`src/fpcd_regs.vh`:
```
// Register map, field positions, opcodes and reset values of the command decoder
`ifndef FPCD_REGS_VH
`define FPCD_REGS_VH
// ----------------------------------------
// Register byte offsets
// ----------------------------------------
`define FPCD_CMD_OFF 12'h000
`define FPCD_DEC_OFF 12'h004
`define FPCD_SEL_OFF 12'h008
`define FPCD_STAT_OFF 12'h00C
`define FPCD_DHR_OFF 12'h010
`define FPCD_OPA_OFF 12'h014
`define FPCD_RES_OFF 12'h018
// ----------------------------------------
// Command word fields
// ----------------------------------------
`define FPCD_ID_HI 31
`define FPCD_ID_LO 24
`define FPCD_OPC_HI 14
`define FPCD_OPC_LO 10
`define FPCD_S1_HI 9
`define FPCD_S1_LO 7
`define FPCD_S2_HI 6
`define FPCD_S2_LO 4
`define FPCD_DST_HI 3
`define FPCD_DST_LO 0
// ----------------------------------------
// Condition flag positions in the status register
// ----------------------------------------
`define FPCD_F_UNORD 0
`define FPCD_F_PREM 1
`define FPCD_F_IO 2
`define FPCD_F_Z 3
`define FPCD_F_N 4
`define FPCD_FLAG_MASK 32'h0000001F
// ----------------------------------------
// Operation codes
// ----------------------------------------
`define FPCD_OP_ADD 5'h02
`define FPCD_OP_SUB 5'h03
`define FPCD_OP_DIV 5'h04
`define FPCD_OP_REM 5'h05
`define FPCD_OP_MUL 5'h06
`define FPCD_OP_MOVE 5'h07
`define FPCD_OP_RDST 5'h08
`define FPCD_OP_WRST 5'h09
`define FPCD_OP_CMP 5'h0A
`define FPCD_OP_CMPR 5'h0B
`define FPCD_OP_ABS 5'h0C
`define FPCD_OP_SQRT 5'h0D
`define FPCD_OP_RINT 5'h0E
`define FPCD_OP_F2I 5'h0F
`define FPCD_OP_I2F 5'h10
`define FPCD_OP_D2F 5'h11
`define FPCD_OP_F2D 5'h12
`define FPCD_OP_ABORT 5'h13
`define FPCD_OP_FEXT 5'h14
`define FPCD_OP_NEG 5'h17
`define FPCD_OP_HLD 5'h18
`define FPCD_OP_CMPSW 5'h1A
`define FPCD_OP_CMPRS 5'h1B
`define FPCD_OP_SIN 5'h1C
`define FPCD_OP_COS 5'h1D
`define FPCD_OP_ARCTAN 5'h1E
`define FPCD_OP_PI 5'h1F
// ----------------------------------------
// Constants and reset values
// ----------------------------------------
`define FPCD_PI_SGL 32'h40490FDB
`define FPCD_RST_WORD 32'h00000000
`define FPCD_RST_SEL 32'h00000000
`endif

```
`src/fpcd_decode.v`:
```
// Command word decoder and operation dispatcher with APB register access
`timescale 1ns/1ps
// Summary of operation
// - 0x02 adds, 0x03 subtracts operand one from two
// - 0x04 divides operand two by operand one
// - 0x05 gives IEEE remainder of the division
// - 0x06 multiplies operands one and two
// - Move, clear-sign, invert-sign copies of operand one
// - 0x0A/0x0B compare, set flags, store nothing
// - 0x1A/0x1B compare with flags swapped
// - Float to integer and integer to float
// - Decimal to float; round then float to decimal
// - 0x0E rounds to integral, stays float
// - Sine, cosine, arctangent of operand one
// - 0x1F stores constant pi
// - 0x13 aborts running operation, flags unchanged
// - 0x14 returns holding register at any time, fault or not
// - 0x18 loads holding register from operand one
// - 0x08 reads status, 0x09 writes status
// - Which operations update the five condition flags
// - Latch broadcast command only on identity match
// - Operand specifiers from bits 9-7, 6-4, 3-0
// - Quiescent: only bus accesses, no register activity
// - Unassigned opcodes behave like abort
`include "fpcd_regs.vh"

module fpcd_decode #(
  parameter [7:0] OWN_ID = 8'h5A // Identity number, value arbitrary
) (
  input wire pclk, // Bus and device clock
  input wire presetn, // Asynchronous reset, active low
  input wire psel, // APB select
  input wire penable, // APB access phase
  input wire pwrite, // APB direction, high for write
  input wire [11:0] paddr, // APB byte address
  input wire [31:0] pwdata, // APB write data
  output reg [31:0] prdata, // APB read data
  output reg pready, // APB ready
  output reg pslverr, // APB error on unmapped address
  input wire dp_done, // Datapath finished the started operation
  input wire [4:0] dp_flags, // Datapath flags: negative down to unordered
  input wire [31:0] dp_result, // Datapath result word
  output reg [31:0] op_sel, // One-hot operation select
  output reg flag_upd, // Decoded operation updates flags
  output reg flag_swap, // Compare reports swapped flags
  output reg [2:0] src1_spec, // First source specifier
  output reg [2:0] src2_spec, // Second source specifier
  output reg [3:0] dst_spec, // Destination specifier
  output reg dp_start, // One-cycle start to datapath
  output reg dp_abort, // One-cycle abort to datapath
  output reg busy // High while an operation runs
);

  // ----------------------------------------
  // Decode functions
  // ----------------------------------------
  // Opcode carries an instruction
  function is_assigned;
    input [4:0] opc;
    begin
      is_assigned = !(opc == 5'h00 || opc == 5'h01 || opc == 5'h15 ||
                      opc == 5'h16 || opc == 5'h19);
    end
  endfunction

  // Unassigned codes fold onto abort
  function [4:0] fold_op;
    input [4:0] opc;
    begin
      fold_op = is_assigned(opc) ? opc : `FPCD_OP_ABORT;
    end
  endfunction

  // Flag update per folded opcode
  function upd_of;
    input [4:0] opc;
    begin
      case (opc)
        `FPCD_OP_RDST: upd_of = 1'b0;
        `FPCD_OP_ABORT: upd_of = 1'b0;
        `FPCD_OP_FEXT: upd_of = 1'b0;
        `FPCD_OP_HLD: upd_of = 1'b0;
        default: upd_of = 1'b1;
      endcase
    end
  endfunction

  // Operation runs in the arithmetic datapath
  function is_dp;
    input [4:0] opc;
    begin
      case (opc)
        `FPCD_OP_ADD, `FPCD_OP_SUB: is_dp = 1'b1;
        `FPCD_OP_DIV: is_dp = 1'b1;
        `FPCD_OP_REM: is_dp = 1'b1;
        `FPCD_OP_MUL: is_dp = 1'b1;
        `FPCD_OP_CMP, `FPCD_OP_CMPR: is_dp = 1'b1;
        `FPCD_OP_CMPSW, `FPCD_OP_CMPRS: is_dp = 1'b1;
        `FPCD_OP_F2I, `FPCD_OP_I2F: is_dp = 1'b1;
        `FPCD_OP_D2F, `FPCD_OP_F2D: is_dp = 1'b1;
        `FPCD_OP_RINT: is_dp = 1'b1;
        `FPCD_OP_SIN, `FPCD_OP_COS: is_dp = 1'b1;
        `FPCD_OP_ARCTAN, `FPCD_OP_SQRT: is_dp = 1'b1;
        default: is_dp = 1'b0;
      endcase
    end
  endfunction

  // Compare stores no result
  function is_cmp;
    input [4:0] opc;
    begin
      is_cmp = (opc == `FPCD_OP_CMP) || (opc == `FPCD_OP_CMPR) ||
               (opc == `FPCD_OP_CMPSW) || (opc == `FPCD_OP_CMPRS);
    end
  endfunction

  // Flags of a single word copied value
  function [4:0] word_flags;
    input [31:0] w;
    begin
      word_flags = {w[31], (w[30:0] == 31'h00000000), 3'b000};
    end
  endfunction

  // ----------------------------------------
  // State
  // ----------------------------------------
  reg [31:0] command_word_reg; // Latched command word
  reg [31:0] aux_status_reg; // Auxiliary status register
  reg [31:0] data_holding_reg; // Holding register
  reg [31:0] operand_reg; // First operand word
  reg [31:0] result_reg; // Third operand word
  reg cmd_new_reg; // Command waiting to be decoded
  reg [4:0] run_op_reg; // Operation held by the datapath
  reg [31:0] rd_next; // Read mux
  reg rd_err_next; // Unmapped address
  reg [4:0] opc_next; // Folded opcode of latched word
  reg [4:0] new_flags; // Flags of an internal operation

  wire setup_ph = psel && !penable; // APB setup cycle
  wire wr_take = psel && penable && pready && pwrite; // Write effect edge
  wire cmd_wr = wr_take && (paddr == `FPCD_CMD_OFF); // Broadcast transfer
  wire id_hit = (pwdata[`FPCD_ID_HI:`FPCD_ID_LO] == OWN_ID);
  wire stat_wr = wr_take && (paddr == `FPCD_STAT_OFF); // Direct status write
  wire opa_wr = wr_take && (paddr == `FPCD_OPA_OFF); // Operand load

  // ----------------------------------------
  // APB read mux and address check
  // ----------------------------------------
  // Reads have no side effects; status fetch is a plain read of 0x0C
  always @* begin
    rd_next = `FPCD_RST_WORD;
    rd_err_next = 1'b0;
    case (paddr)
      `FPCD_CMD_OFF: rd_next = command_word_reg;
      `FPCD_DEC_OFF: rd_next = {14'h0000, busy, flag_upd, flag_swap,
                                run_op_reg, src1_spec, src2_spec, dst_spec};
      `FPCD_SEL_OFF: rd_next = op_sel;
      `FPCD_STAT_OFF: rd_next = aux_status_reg;
      `FPCD_DHR_OFF: rd_next = data_holding_reg;
      `FPCD_OPA_OFF: rd_next = operand_reg;
      `FPCD_RES_OFF: rd_next = result_reg;
      default: rd_err_next = 1'b1; // Unmapped: zero data, error
    endcase
  end

  // ----------------------------------------
  // APB handshake
  // ----------------------------------------
  // One wait-free access; data and ready are registered in the setup cycle
  always @(posedge pclk or negedge presetn) begin
    if (!presetn) begin
      pready <= 1'b0;
      pslverr <= 1'b0;
      prdata <= `FPCD_RST_WORD;
    end else begin
      pready <= setup_ph;
      if (setup_ph) begin
        pslverr <= rd_err_next;
        prdata <= pwrite ? `FPCD_RST_WORD : rd_next;
      end else begin
        pslverr <= 1'b0;
      end
    end
  end

  // ----------------------------------------
  // Command latch
  // ----------------------------------------
  // A word for another processor leaves the register untouched
  always @(posedge pclk or negedge presetn) begin
    if (!presetn) begin
      command_word_reg <= `FPCD_RST_WORD;
      cmd_new_reg <= 1'b0;
    end else begin
      cmd_new_reg <= cmd_wr && id_hit;
      if (cmd_wr && id_hit) begin
        command_word_reg <= pwdata;
      end
    end
  end

  // ----------------------------------------
  // Operand load
  // ----------------------------------------
  always @(posedge pclk or negedge presetn) begin
    if (!presetn) begin
      operand_reg <= `FPCD_RST_WORD;
    end else if (opa_wr) begin
      operand_reg <= pwdata;
    end
  end

  // ----------------------------------------
  // Decode of the latched word
  // ----------------------------------------
  always @* begin
    opc_next = fold_op(command_word_reg[`FPCD_OPC_HI:`FPCD_OPC_LO]);
  end

  // Select, specifiers and flag enable follow the latch by one cycle
  always @(posedge pclk or negedge presetn) begin
    if (!presetn) begin
      op_sel <= `FPCD_RST_SEL;
      flag_upd <= 1'b0;
      flag_swap <= 1'b0;
      src1_spec <= 3'h0;
      src2_spec <= 3'h0;
      dst_spec <= 4'h0;
      run_op_reg <= 5'h00;
    end else if (cmd_new_reg) begin
      op_sel <= 32'h00000001 << opc_next;
      flag_upd <= upd_of(opc_next);
      flag_swap <= (opc_next == `FPCD_OP_CMPSW) ||
                   (opc_next == `FPCD_OP_CMPRS);
      src1_spec <= command_word_reg[`FPCD_S1_HI:`FPCD_S1_LO];
      src2_spec <= command_word_reg[`FPCD_S2_HI:`FPCD_S2_LO];
      dst_spec <= command_word_reg[`FPCD_DST_HI:`FPCD_DST_LO];
      run_op_reg <= opc_next;
    end
  end

  // ----------------------------------------
  // Dispatch and completion
  // ----------------------------------------
  // Quiescent means busy low and no command pending: no start, and only bus writes update registers
  always @(posedge pclk or negedge presetn) begin
    if (!presetn) begin
      busy <= 1'b0;
      dp_start <= 1'b0;
      dp_abort <= 1'b0;
    end else begin
      dp_start <= 1'b0;
      dp_abort <= 1'b0;
      if (cmd_new_reg) begin
        if (opc_next == `FPCD_OP_ABORT) begin
          dp_abort <= busy;
          busy <= 1'b0;
        end else if (is_dp(opc_next)) begin
          dp_abort <= busy; // New command cuts the old one short
          dp_start <= 1'b1;
          busy <= 1'b1;
        end else begin
          dp_abort <= busy;
          busy <= 1'b0;
        end
      end else if (busy && dp_done) begin
        busy <= 1'b0;
      end
    end
  end

  // ----------------------------------------
  // Internal single-word operations
  // ----------------------------------------
  // Flags for the copies computed inside the decoder
  always @* begin
    new_flags = 5'h00;
    case (opc_next)
      `FPCD_OP_MOVE: new_flags = word_flags(operand_reg);
      `FPCD_OP_ABS: new_flags = word_flags({1'b0, operand_reg[30:0]});
      `FPCD_OP_NEG: new_flags = word_flags({~operand_reg[31], operand_reg[30:0]});
      `FPCD_OP_WRST: new_flags = operand_reg[4:0];
      default: new_flags = 5'h00; // Pi gives all flags cleared
    endcase
  end

  // Result, holding and status registers; touched by a command, a datapath completion or a direct status write
  always @(posedge pclk or negedge presetn) begin
    if (!presetn) begin
      result_reg <= `FPCD_RST_WORD;
      data_holding_reg <= `FPCD_RST_WORD;
      aux_status_reg <= `FPCD_RST_WORD;
    end else if (cmd_new_reg) begin
      case (opc_next)
        `FPCD_OP_MOVE: begin
          result_reg <= operand_reg;
          aux_status_reg[4:0] <= new_flags;
        end
        `FPCD_OP_ABS: begin
          result_reg <= {1'b0, operand_reg[30:0]};
          aux_status_reg[4:0] <= new_flags;
        end
        `FPCD_OP_NEG: begin
          result_reg <= {~operand_reg[31], operand_reg[30:0]};
          aux_status_reg[4:0] <= new_flags;
        end
        `FPCD_OP_PI: begin
          result_reg <= `FPCD_PI_SGL;
          aux_status_reg[4:0] <= new_flags;
        end
        `FPCD_OP_RDST: begin
          result_reg <= aux_status_reg;
        end
        `FPCD_OP_WRST: begin
          aux_status_reg <= operand_reg;
        end
        `FPCD_OP_FEXT: begin
          result_reg <= data_holding_reg;
        end
        `FPCD_OP_HLD: begin
          data_holding_reg <= operand_reg;
        end
        default: begin
          result_reg <= result_reg;
        end
      endcase
    end else if (busy && dp_done) begin
      if (!is_cmp(run_op_reg)) begin
        result_reg <= dp_result;
      end
      if (flag_upd) begin
        aux_status_reg[4:0] <= dp_flags;
      end
    end else if (stat_wr) begin
      aux_status_reg <= pwdata; // Direct status write when no command or completion is taken this cycle
    end
  end

endmodule // fpcd_decode

```
`config.mk`:
```
export PLATFORM = sky130hd
export DESIGN_NAME = fpcd_decode
export DESIGN_NICKNAME = d
export VERILOG_FILES = /design/src/fpcd_decode.v
export VERILOG_INCLUDE_DIRS = /design/src
export SDC_FILE = /design/constraint.sdc
export NUM_CORES = 1
export LEC_CHECK = 0
export ABC_AREA = 1
export BUFFER_PORTS_ARGS = -buffer_cell sky130_fd_sc_hd__buf_2
export CAP_MARGIN = 20
export CORE_MARGIN = 2
export CORE_UTILIZATION = 35
export CTS_BUF_LIST = sky130_fd_sc_hd__clkbuf_8
export DETAILED_ROUTE_END_ITERATION = 12
export SKIP_CTS_REPAIR_TIMING = 1
export SLEW_MARGIN = 20
export SYNTH_ARGS = -nofsm -noshare
export SYNTH_HDL_FRONTEND = slang
export SYNTH_SLANG_ARGS = --single-unit
```
`constraint.sdc`:
```
create_clock -name pclk -period 2.11 [get_ports pclk]
set_input_delay 0.3165 -clock pclk [delete_from_list [all_inputs] [get_ports pclk]]
set_output_delay 0.3165 -clock pclk [all_outputs]
set_load 0.02 [all_outputs]
```
==> results.md <==
- Status: completed
- Setup WS post-layout: around 110 ps
- Pwr dens: ~640 nW/µm²
- Slew headroom: between 60 and 70%
- Synth Area in Compound Gates: between 10% and 20%
- Total die area: 36270 µm²
- GRT Total Usage: between 20 and 30%
- Count of pins over their slew limit: 0
- DR vias: 12250
- Clock Latency Late Sink: between 500 and 600 ps
- Top cells by area, synth: dfrtp_1, nand2_1, o21ai_0
- Final ANT Viol Nets: 0
- Fmax: 499.9 MHz
- TritonCTS clock tree: built
- Core Box Area: roughly 34000 µm²
- P_leak: 0.007739 µW
- Worst hold path stage count: 3
- Skew final: around 42 ps
- Register area: a little over 6000 µm²
- Arr. time, crit path: about 2500 ps
- Setup TNS: 0 ps
- Primary FF master, synth: dfrtp_1
- Cells after Synth: 1569
- WS Path Type: flop to flop
- Final period util: a little over nine tenths
- Unrepaired setup endpoints after global routing: true
- Area growth, synth to finish: 26.46%
- Vias in the first global route: roughly 12000
- Sequential element share of the synthesized area: approximately half
- Yosys reg bits: between 200 and 250
- Antenna cells: 0
- Total CTS buffers: between 40 and 50
- DRC viols: 0
- CP Max Fanout: 18
- Clock Sinks: 247
- Max VDD drop: 361.8 µV
- Fill cell count: approximately 3600
- Drt wl/cell: a little over 20 µm
- Synthesized-area fraction occupied by adder cells: 0%
- Setup violators final: 0
- Worst-path clk slew: approximately 60 ps
- Worst Path Required: 2600 ps
- DP HPWL: between 30000 and 40000 µm
- Area leader, netlist: dfrtp_1
- Area fraction of the dominant cell type after synthesis: about half
- Dpl ws: -116.3 ps
- Syn Nets: about 1700
- Post-DR vias/cell: roughly 5.3
- IO Pins: 168
- FF-to-FF path depth: 12
- Drt pass-1 iters: 7
- Count leader, synth: nand2_1
- PortBufs: 167
- Antenna violations before repair: 0
- Largest net degree at the start of global routing: roughly 110
- GP Congestion: around 0.93
- Nets: approximately 1900
- Fin crit period: 2000 ps
- Die H: approximately 190 µm
- HP Class: input port to flop
- CP Launch Type: flop
- Share of cells above drive strength 1: about 22%
- Initial DRC Count: approximately 1300
- Cell Rows: 68
- First-pass GRT wire length: a little over 70000 µm
- Root buffer cell: clkbuf_8
- Largest family of logic cells by synthesized area: simple AND/OR/NAND/NOR gates
- CP Capture Type: flop
- Clock buffer depth: 3
- Overall die width: between 150 and 200 µm
- Total power draw: 9918 µW
- Synth cell types: 37
- Area of the mapped netlist: roughly 12000 µm²
- Number of synthesized flops with an enable pin: 0
- Post-Synth Simple-Gate Area: 23.08%
- Ys async rst share: between 90% and 100%
- Initial Utilization: around 35%
- Max_cap viols: 0
- Yosys Warn Count: 0
- Avg Inst Size Synth: just under 8 µm²
- Post-synthesis mux area share: 0%
- Worst-margin pin slew: 515.9 ps
- # H-tree levels: 2
- Total grt overflow: 0
- Post-synthesis xor/xnor area fraction: 0%
- Multi-input gate area: 5010 µm²
- Post-Route WL: ~48000 µm
- Final hold vios: 0
- Most frequent cells after synthesis: nand2_1, dfrtp_1, o21ai_0
-- worst max-delay path: stages (launching register included) --
cell	delay, ps
dfrtp_2	480
nor2_4	160
nor2_4	60
nand3_4	80
nand3_4	90
buf_4	150
nor2_2	110
nand2_2	110
a21oi_4	160
buf_4	160
clkbuf_16	200
nand2_1	60
o21ai_0	70
-- path summary, 6_finish.rpt --
path / from / to / slack [ps]
worst min-delay path: psel / pready / 4
worst max-delay path: command_word_reg[10] / aux_status_reg[31] / 110
worst max register to register: command_word_reg[10] / aux_status_reg[31] / 110
max in group asynchronous: presetn / result_reg[24] / 1170
min in group asynchronous: presetn / prdata[19] / 240
worst min register to register: command_word_reg[27] / command_word_reg[27] / 450
-- layout by cell type (no fill, tap or decap), types with 9 or more instances in the layout --
cell,count
nand3_1,52
o211ai_1,13
buf_2,166
o31ai_1,14
a21oi_1,44
inv_2,11
inv_1,191
nor2_1,48
o21ai_1,32
dfrtp_1,242
nand2_2,9
nand2_1,510
o21ai_0,187
o221ai_1,9
o22ai_1,50
o2111ai_1,12
buf_12,23
clkbuf_8,50
buf_4,95
nand4_1,16
-- routing by layer --
| layer | GRT usage (%) | share of wire, % | vias up |
|---|---|---|---|
| met4 | 9.153 | 3.5 | 0 |
| met5 | 0 | 0 | - |
| met2 | 40.17 | 44 | 593 |
| met1 | 36.29 | 44 | 5908 |
| met3 | 4.527 | 7.9 | 100 |
| li1 | - | - | 5651 |
-- cell families (layout without fill, tap and decap cells) --
group / count (synthesis) / count (layout)
AND/OR/NAND/NOR: 681 / 681
AO/OA/AOI/OAI: 373 / 373
buffers and inverters: 268 / 551
flip-flops: 247 / 247
-- metrics by stage --
stage / hold WS, ps / area [µm²] / util [%] / cells
final: 4.488 / 15390 / 44.77 / 2307
after global routing: 17.41 / 15390 / 44.77 / 2307
after CTS: -373.1 / 15160 / 44.10 / 2297
after detailed placement: 243.8 / 14380 / 41.84 / 2226
after global placement: 249.2 / 14380 / 41.84 / 2226
after floorplan: 20.91 / 12170 / - / 1569
-- power by group --
group	internal (µW)	switching, µW	leakage, µW
Clock	2140	2020	0.000461
Combinational	244	397	0.00405
Sequential	4980	144	0.00323
Total	7360	2560	0.00774
-- area by class of cell --
| type | instances | share of cell area [%] |
|---|---|---|
| clock buffers | 50 | 4.472 |
| inverters | 188 | 4.627 |
| clock inverters | 21 | 0.5936 |
| repair buffers | 292 | 13.82 |
| multi-input cells | 1054 | 32.56 |
| well taps | 455 | 3.700 |
| flip-flops and latches | 247 | 40.23 |
No activity file was read; power rests on OpenSTA's default activity.
